<file path="config.mk">
export PLATFORM = sky130hd
export DESIGN_NAME = cfs_supervisor
export DESIGN_NICKNAME = d
export VERILOG_FILES = /design/src/design/cfs_pkg.sv /design/src/design/cfs_supervisor.sv
export SDC_FILE = /design/constraint.sdc
export NUM_CORES = 1
export LEC_CHECK = 0
export BUFFER_PORTS_ARGS = -buffer_cell sky130_fd_sc_hd__buf_2
export CORE_MARGIN = 3
export CORE_UTILIZATION = 50
export CTS_CLUSTER_DIAMETER = 120
export CTS_CLUSTER_SIZE = 12
export DETAILED_ROUTE_END_ITERATION = 8
export PLACE_DENSITY = 0.69
export SYNTH_ARGS = -nofsm -noshare
export SYNTH_HDL_FRONTEND = slang
export SYNTH_SLANG_ARGS = --single-unit
</file>
<file path="constraint.sdc">
create_clock -name i_clk -period 2.6 [get_ports i_clk]
set_input_delay 0.52 -clock i_clk [delete_from_list [all_inputs] [get_ports i_clk]]
set_output_delay 0.52 -clock i_clk [all_outputs]
set_load 0.01 [all_outputs]
</file>
<file path="src/design/cfs_pkg.sv">
// Purpose: shared constants and types for the can node fault supervisor
// Assumes: 40 MHz core clock
// Notes: mode codes and fault carrier struct
package cfs_pkg;
  localparam int unsigned CLK_HZ = 40_000_000;
  localparam int unsigned THERMAL_RECHECK_MS = 300;
  localparam int unsigned THERMAL_RECHECK_CYC = THERMAL_RECHECK_MS * (CLK_HZ / 1000);
  localparam int unsigned DOMINANT_TIMEOUT_CYC = 40_000;
  localparam logic [1:0] MODE_NORMAL = 2'h0;
  localparam logic [1:0] MODE_STANDBY = 2'h1;
  localparam logic [1:0] MODE_SLEEP = 2'h2;
  localparam logic PULL_HIGH = 1'b1;
  localparam logic PULL_LOW = 1'b0;

  typedef enum logic [2:0] {
    CFS_NORMAL = 3'b000,
    CFS_STANDBY = 3'b001,
    CFS_SLEEP = 3'b010,
    CFS_THERMAL = 3'b011,
    CFS_UV_PROT = 3'b100
  } cfs_state_e;

  typedef struct packed {
    logic supply_undervoltage;
    logic io_rail_undervoltage;
    logic regulator_undervoltage;
    logic thermal_shutdown;
    logic power_on_reset;
  } cfs_faults_s;
endpackage

</file>
<file path="src/design/cfs_supervisor.sv">
// Purpose: fault supervision: dominant timeout, thermal shutdown, undervoltage handling
// Assumes: analog detectors arrive asynchronously and are synchronised here
// Notes: mode requests are one-cycle pulses from the register logic
`timescale 1ns/1ps
// Functional notes
// - falling transmit edge starts dominant timer
// - timer expiry disables bus driver
// - recessive transmit re-enables driver, clears fault
// - receiver stays on, bus biased recessive
// - thermal fault switches off transceiver regulator
// - thermal fault sets flag, asserts interrupt
// - core and host interface stay active
// - 300 ms recheck, cool goes standby
// - thermal mode accepts only sleep writes
// - thermal during io undervoltage enters sleep
// - supply or io undervoltage protects bus
// - supply undervoltage blocks host, bus signals
// - supply undervoltage flags, regulator off, standby
// - supply recovery enters standby
// - power-on-reset clears all, host reconfigures
// - floating host inputs default to safe levels
// - forced standby sets init, normal clears
module cfs_supervisor import cfs_pkg::*; #(
  parameter int unsigned DOM_TIMEOUT_CYC = DOMINANT_TIMEOUT_CYC,
  parameter int unsigned RECHECK_CYC = THERMAL_RECHECK_CYC
) (
  input wire logic i_clk,
  input wire logic i_rst,
  input wire logic i_tx_line,
  input wire logic i_bus_rx,
  input wire logic i_bus_wake,
  input wire cfs_faults_s i_faults_async,
  input wire logic i_mode_wr,
  input wire logic [1:0] i_mode_req,
  input wire logic i_flag_clear,
  output logic o_driver_en,
  output logic o_bias_recessive,
  output logic o_rx_line,
  output logic o_regulator_en,
  output logic o_thermal_flag,
  output logic o_regulator_uv_flag,
  output logic o_interrupt,
  output logic o_host_if_en,
  output logic o_bus_wake_indication,
  output logic o_core_init_bit,
  output logic o_clear_registers,
  output logic [1:0] o_mode,
  output logic o_dominant_timeout,
  output logic o_chip_select_low_pull,
  output logic o_sclk_pull,
  output logic o_sdi_pull,
  output logic o_reset_pull
);
  cfs_faults_s sync1_reg, sync2_reg;
  logic tx_meta_reg, tx_sync_reg, tx_prev_reg;
  logic [31:0] dom_cnt_reg;
  logic dto_reg;
  logic [31:0] rchk_cnt_reg;
  cfs_state_e state_reg, state_next;
  logic tflag_reg, uvflag_reg, init_reg, rx_reg, wake_reg, clr_reg;
  logic tsd_rise, uv_rise, por;
  logic rx_meta_reg, rx_sync_reg, wake_meta_reg, wake_sync_reg;

  always_ff @(posedge i_clk) begin
    sync1_reg <= i_faults_async;
    sync2_reg <= sync1_reg;
    tx_meta_reg <= i_tx_line;
    tx_sync_reg <= tx_meta_reg;
    tx_prev_reg <= tx_sync_reg;
    rx_meta_reg <= i_bus_rx;
    rx_sync_reg <= rx_meta_reg;
    wake_meta_reg <= i_bus_wake;
    wake_sync_reg <= wake_meta_reg;
  end

  logic tsd_prev_reg, uv_prev_reg;
  always_ff @(posedge i_clk) begin
    tsd_prev_reg <= sync2_reg.thermal_shutdown;
    uv_prev_reg <= sync2_reg.supply_undervoltage;
  end
  assign tsd_rise = sync2_reg.thermal_shutdown & ~tsd_prev_reg;
  assign uv_rise = sync2_reg.supply_undervoltage & ~uv_prev_reg;
  assign por = sync2_reg.power_on_reset;

  // dominant timeout counter
  always_ff @(posedge i_clk) begin
    if (i_rst || por) begin
      dom_cnt_reg <= '0;
      dto_reg <= 1'b0;
    end else if (tx_sync_reg) begin
      dom_cnt_reg <= '0;
      dto_reg <= 1'b0;
    end else if (tx_prev_reg) begin
      dom_cnt_reg <= 32'h0000_0001;
    end else if (!dto_reg) begin
      if (dom_cnt_reg >= DOM_TIMEOUT_CYC) begin
        dto_reg <= 1'b1;
      end else begin
        dom_cnt_reg <= dom_cnt_reg + 32'h0000_0001;
      end
    end
  end

  // thermal recheck timer
  always_ff @(posedge i_clk) begin
    if (i_rst || por || state_reg != CFS_THERMAL) begin
      rchk_cnt_reg <= '0;
    end else if (rchk_cnt_reg < RECHECK_CYC) begin
      rchk_cnt_reg <= rchk_cnt_reg + 32'h0000_0001;
    end
  end

  always_comb begin
    state_next = state_reg;
    case (state_reg)
      CFS_NORMAL, CFS_STANDBY, CFS_SLEEP: begin
        if (i_mode_wr) begin
          case (i_mode_req)
            MODE_NORMAL: state_next = CFS_NORMAL;
            MODE_SLEEP: state_next = CFS_SLEEP;
            default: state_next = CFS_STANDBY;
          endcase
        end
      end
      CFS_THERMAL: begin
        if (sync2_reg.io_rail_undervoltage) begin
          state_next = CFS_SLEEP;
        end else if (i_mode_wr && i_mode_req == MODE_SLEEP) begin
          state_next = CFS_SLEEP;
        end else if (rchk_cnt_reg >= RECHECK_CYC && !sync2_reg.thermal_shutdown) begin
          state_next = CFS_STANDBY;
        end
      end
      CFS_UV_PROT: begin
        if (!sync2_reg.supply_undervoltage) begin
          state_next = CFS_STANDBY;
        end
      end
      default: state_next = CFS_STANDBY;
    endcase
    if (sync2_reg.supply_undervoltage) begin
      state_next = CFS_UV_PROT;
    end else if (tsd_rise) begin
      state_next = sync2_reg.io_rail_undervoltage ? CFS_SLEEP : CFS_THERMAL;
    end
  end

  always_ff @(posedge i_clk) begin
    if (i_rst || por) begin
      state_reg <= CFS_STANDBY;
    end else begin
      state_reg <= state_next;
    end
  end

  // sticky flags, set wins over clear
  always_ff @(posedge i_clk) begin
    if (i_rst || por) begin
      tflag_reg <= 1'b0;
      uvflag_reg <= 1'b0;
    end else begin
      tflag_reg <= tsd_rise | (tflag_reg & ~i_flag_clear);
      uvflag_reg <= uv_rise | (uvflag_reg & ~i_flag_clear);
    end
  end

  // core init bit on forced normal-to-standby
  always_ff @(posedge i_clk) begin
    if (i_rst || por) begin
      init_reg <= 1'b0;
    end else if (state_reg == CFS_NORMAL && state_next != CFS_NORMAL
                 && (uv_rise || tsd_rise || sync2_reg.regulator_undervoltage)) begin
      init_reg <= 1'b1;
    end else if (state_reg != CFS_NORMAL && state_next == CFS_NORMAL) begin
      init_reg <= 1'b0;
    end
  end

  // bus-derived outputs blocked in supply undervoltage
  always_ff @(posedge i_clk) begin
    if (i_rst) begin
      rx_reg <= 1'b1;
      wake_reg <= 1'b0;
      clr_reg <= 1'b1;
    end else begin
      rx_reg <= (state_reg == CFS_UV_PROT) ? 1'b1 : rx_sync_reg;
      wake_reg <= (state_reg == CFS_UV_PROT) ? 1'b0 : wake_sync_reg;
      clr_reg <= por;
    end
  end

  assign o_rx_line = rx_reg;
  assign o_bus_wake_indication = wake_reg;
  assign o_clear_registers = clr_reg;
  assign o_driver_en = (state_reg == CFS_NORMAL) && !dto_reg
                       && !sync2_reg.regulator_undervoltage
                       && !sync2_reg.io_rail_undervoltage;
  assign o_bias_recessive = (state_reg == CFS_NORMAL);
  assign o_regulator_en = (state_reg != CFS_THERMAL) && (state_reg != CFS_UV_PROT);
  assign o_thermal_flag = tflag_reg;
  assign o_regulator_uv_flag = uvflag_reg;
  assign o_interrupt = tflag_reg | uvflag_reg;
  assign o_host_if_en = (state_reg != CFS_UV_PROT);
  assign o_core_init_bit = init_reg;
  assign o_dominant_timeout = dto_reg;
  assign o_mode = (state_reg == CFS_NORMAL) ? MODE_NORMAL :
                  (state_reg == CFS_SLEEP) ? MODE_SLEEP : MODE_STANDBY;
  assign o_chip_select_low_pull = PULL_HIGH;
  assign o_sclk_pull = PULL_HIGH;
  assign o_sdi_pull = PULL_HIGH;
  assign o_reset_pull = PULL_LOW;
endmodule

</file>
==> results.sh <==
export IMPL_tritoncts="yes"
export IMPL_clk_pin_slew_ns=0.10
export IMPL_viasPerCell=5.37
export IMPL_critPathKind="reg -> out"
export IMPL_drt_iter0_drc=156
export IMPL_synth_edf_count=0
export IMPL_die_y_um=93.0
export IMPL_p_comb_share_pct=2.9
export IMPL_yosys_area_top_type="dfxtp_1"
export IMPL_cts_buffers=9
export IMPL_netlist_area_um2=3790
export IMPL_maxSlewViolCount=0
export IMPL_regToRegStartpoint="o_dominant_timeout$_SDFFE_PP0N_"
export IMPL_clockRootBuffer="clkbuf_8"
export IMPL_drt_pass1_iter_count=4
export IMPL_crit_path_end_kind="output port"
export IMPL_clock_sinks=93
export IMPL_setup_violations_final=0
export IMPL_die_width_um=93.0
export IMPL_vias=2847
export IMPL_static_leakage_power_nw=1.70
export IMPL_clockBufferDepth=2
export IMPL_layout_drive_gt1_share_pct=18.6
export IMPL_slew_headroom_pct=43.3
export IMPL_clock_skew_final_ns=0.0122
export IMPL_placed_cells=514
export IMPL_pwr_share_seq_pct=59.5
export IMPL_switching_share_pct=24.6
export IMPL_fin_cells=530
export IMPL_drtAntennaViolNets=0
export IMPL_cp_max_fo=6
export IMPL_grt_max_degree=22
export IMPL_port_buffers=27
export IMPL_grt_pass1_vias=2746
export IMPL_synth_main_ff_cell="dfxtp_1"
export IMPL_layout_min_cycle_time_ns=2.22
export IMPL_post_cts_buffers=0
export IMPL_outcome="complete, no violations"
export IMPL_cts_resized=0
export IMPL_ys_seq_area_share_pct=49.1
export IMPL_min_path_type="in -> reg"
export IMPL_core_area_um2=7290
export IMPL_synth_top_area_share_pct=49.1
export IMPL_switching_power_mw=0.602
export IMPL_drc_errors=0
export IMPL_finalSetupTns_ns=0
export IMPL_ctsHoldBuffers=0
export IMPL_crit_start="state_reg[2]$_SDFF_PP0_"
export IMPL_max_cap_violations=0
export IMPL_synth_cell_types=59
export IMPL_antenna_cells=0
export IMPL_r2r_setup_slack_ns=0.50
export IMPL_whs_ns=0.254
export IMPL_post_route_util_pct=57.8
export IMPL_layout_nets=444
export IMPL_grtUsageTotal_pct=17.4
export IMPL_routedWlPerCell_um=13.1
export IMPL_worst_slew_pin_slew_ns=0.842
export IMPL_insertion_delay_ns=0.36
export IMPL_gr_usage_met1_pct=23.1
export IMPL_synth_area_leaders="dfxtp_1 (49%), nand2_1 (3.4%), nor2_1 (3.3%)"
export IMPL_ir_drop_mv=0.532
export IMPL_required_ns=2.08
export IMPL_power_density_nw_per_um2=581
export IMPL_place_gp_congestion=0.828
export IMPL_yosysWarnings=0
export IMPL_routed_wl_um=6930
export IMPL_multi_input_area_um2=1780
export IMPL_synth_cells=394
export IMPL_fin_total_pwr_mw=2.45
export IMPL_reg2regPathDepth=6
export IMPL_antenna_found_initial=0
export IMPL_fmax_mhz=449
export IMPL_rsz0062_at_grt="no"
export IMPL_post_synth_cell_area_avg_um2=9.62
export IMPL_crit_end="o_driver_en"
export IMPL_htreeDepth=3
export IMPL_synth_seq_cells=93
export IMPL_grt_ovfl_total=0
export IMPL_grt_first_pass_wirelength_um=12300
export IMPL_use_met3_pct=4.51
export IMPL_r2r_end="dom_cnt_reg[6]$_SDFFE_PP0P_"
export IMPL_area_delta_synth_final_pct=11.3
export IMPL_ys_async_sr_fraction_pct=0
export IMPL_grtUsageMet2_pct=27.8
export IMPL_start_util_pct=52.0
export IMPL_crit_path_start_kind="flip-flop"
export IMPL_grt_busiest_layer="met2"
export IMPL_regArea_um2=1860
export IMPL_place_hpwl_um=4710
export IMPL_die_area_um2=8660
export IMPL_cp_arrival_ns=1.70
export IMPL_fin_crit_sh_pct=85.6
export IMPL_hold_violations=0
export IMPL_internal_power_mw=1.85
export IMPL_std_cell_rows=31
export IMPL_ioPinCount=32
export IMPL_nFillCells=667
export IMPL_clock_power_share_pct=37.5
[cells in the final DEF (no fill, tap or decap), drive strengths merged, types with 2 or more instances in the layout]
cell type and n:
o21a 2, inv 22, conb 4, or3 9
and3 18, nor4 8, buf 35, and3b 2
clkinvlp 2, a21o 7, or4 2, a221oi 2
nand3b 2, a31o 7, nand4 12, nand2b 6
nor3 4, nand3 14, a41o 4, nor3b 2
or2 2, a211oi 8, and2 18, clkbuf 9
a31oi 7, xnor2 8, nor2 33, nand2 34
o21ai 6, mux2i 8, dfxtp 93, a21oi 21
ha 4, a2111oi 5
[critical path, stage by stage (launching register included)]
cell and delay (ns):
dfxtp_1 0.35, or2_2 0.33, nor2_1 0.19, nor4b_1 0.29
buf_2 0.19
[Yosys cell counts, types with 4 or more instances]
cell type  number
nor3_1          4
inv_1          17
and3_1         16
a211oi_1        4
a21o_2          4
a31oi_1         7
mux2i_1         8
or3_1           9
ha_1            4
nand4_1        12
a21oi_1        17
and2_1         18
nand2b_1        6
buf_4           5
nand3_1        12
a31o_1          4
nand2_1        34
dfxtp_1        93
clkbuf_1       10
a41o_1          4
nor4_1          7
a21oi_2         4
nor2_1         33
xnor2_1         8
[power by group through the flow]
stage	clock [mW]	sequential [mW]	combinational, mW
2_1_floorplan	0	1.49	0.0454
3_3_place_gp	0	1.49	0.0714
3_5_place_dp	0	1.49	0.0721
4_1_cts	0.949	1.46	0.0724
5_1_grt	1.00	1.46	0.0814
6_report	0.919	1.46	0.0722
[final cells by class]
class	count	area share [%]
clock buffers	9	2.94
clock inverters	7	1.51
inverters	17	1.51
multi-input cells	270	42.3
flip-flops and latches	93	44.2
well taps	99	2.94
repair buffers	35	4.63
[metal layers]
layer / vias up / wire (µm)
met4: 0 / 91
met5: - / 0
met3: 9 / 377
met2: 78 / 3060
met1: 1310 / 3410
li1: 1450 / -
[worst min-delay path by stage]
stage | start | end | slack, ns | depth (start not counted)
6_report | i_tx_line | tx_meta_reg$_DFF_P_ | 0.25 | 1
3_3_place_gp | sync1_reg[2]$_DFF_P_ | sync2_reg[2]$_DFF_P_ | 0.31 | 0
5_1_grt | i_tx_line | tx_meta_reg$_DFF_P_ | 0.23 | 1
2_1_floorplan | sync1_reg[0]$_DFF_P_ | por$_DFF_P_ | 0.31 | 0
4_1_cts | i_tx_line | tx_meta_reg$_DFF_P_ | 0.24 | 1
3_5_place_dp | tx_meta_reg$_DFF_P_ | tx_sync_reg$_DFF_P_ | 0.31 | 0
[cell families after synthesis]
group / after synthesis / synth area share [%]
xor+xnor: 8 / 1.85
buf+inv: 33 / 3.96
simple gates: 170 / 24.4
other cells: 2 / 0.198
mux: 8 / 2.11
compound gates: 76 / 17.0
fa+ha+maj: 4 / 1.32
flops: 93 / 49.1
[through the flow]
stage / setup WS (ns) / instance area, µm²
floorplan: 0.688 / 3800
global placement: 0.551 / 4030
detailed placement: 0.533 / 4030
CTS: 0.349 / 4220
global route: 0.226 / 4220
finish: 0.375 / 4220
(Power assumes the default switching activity.)
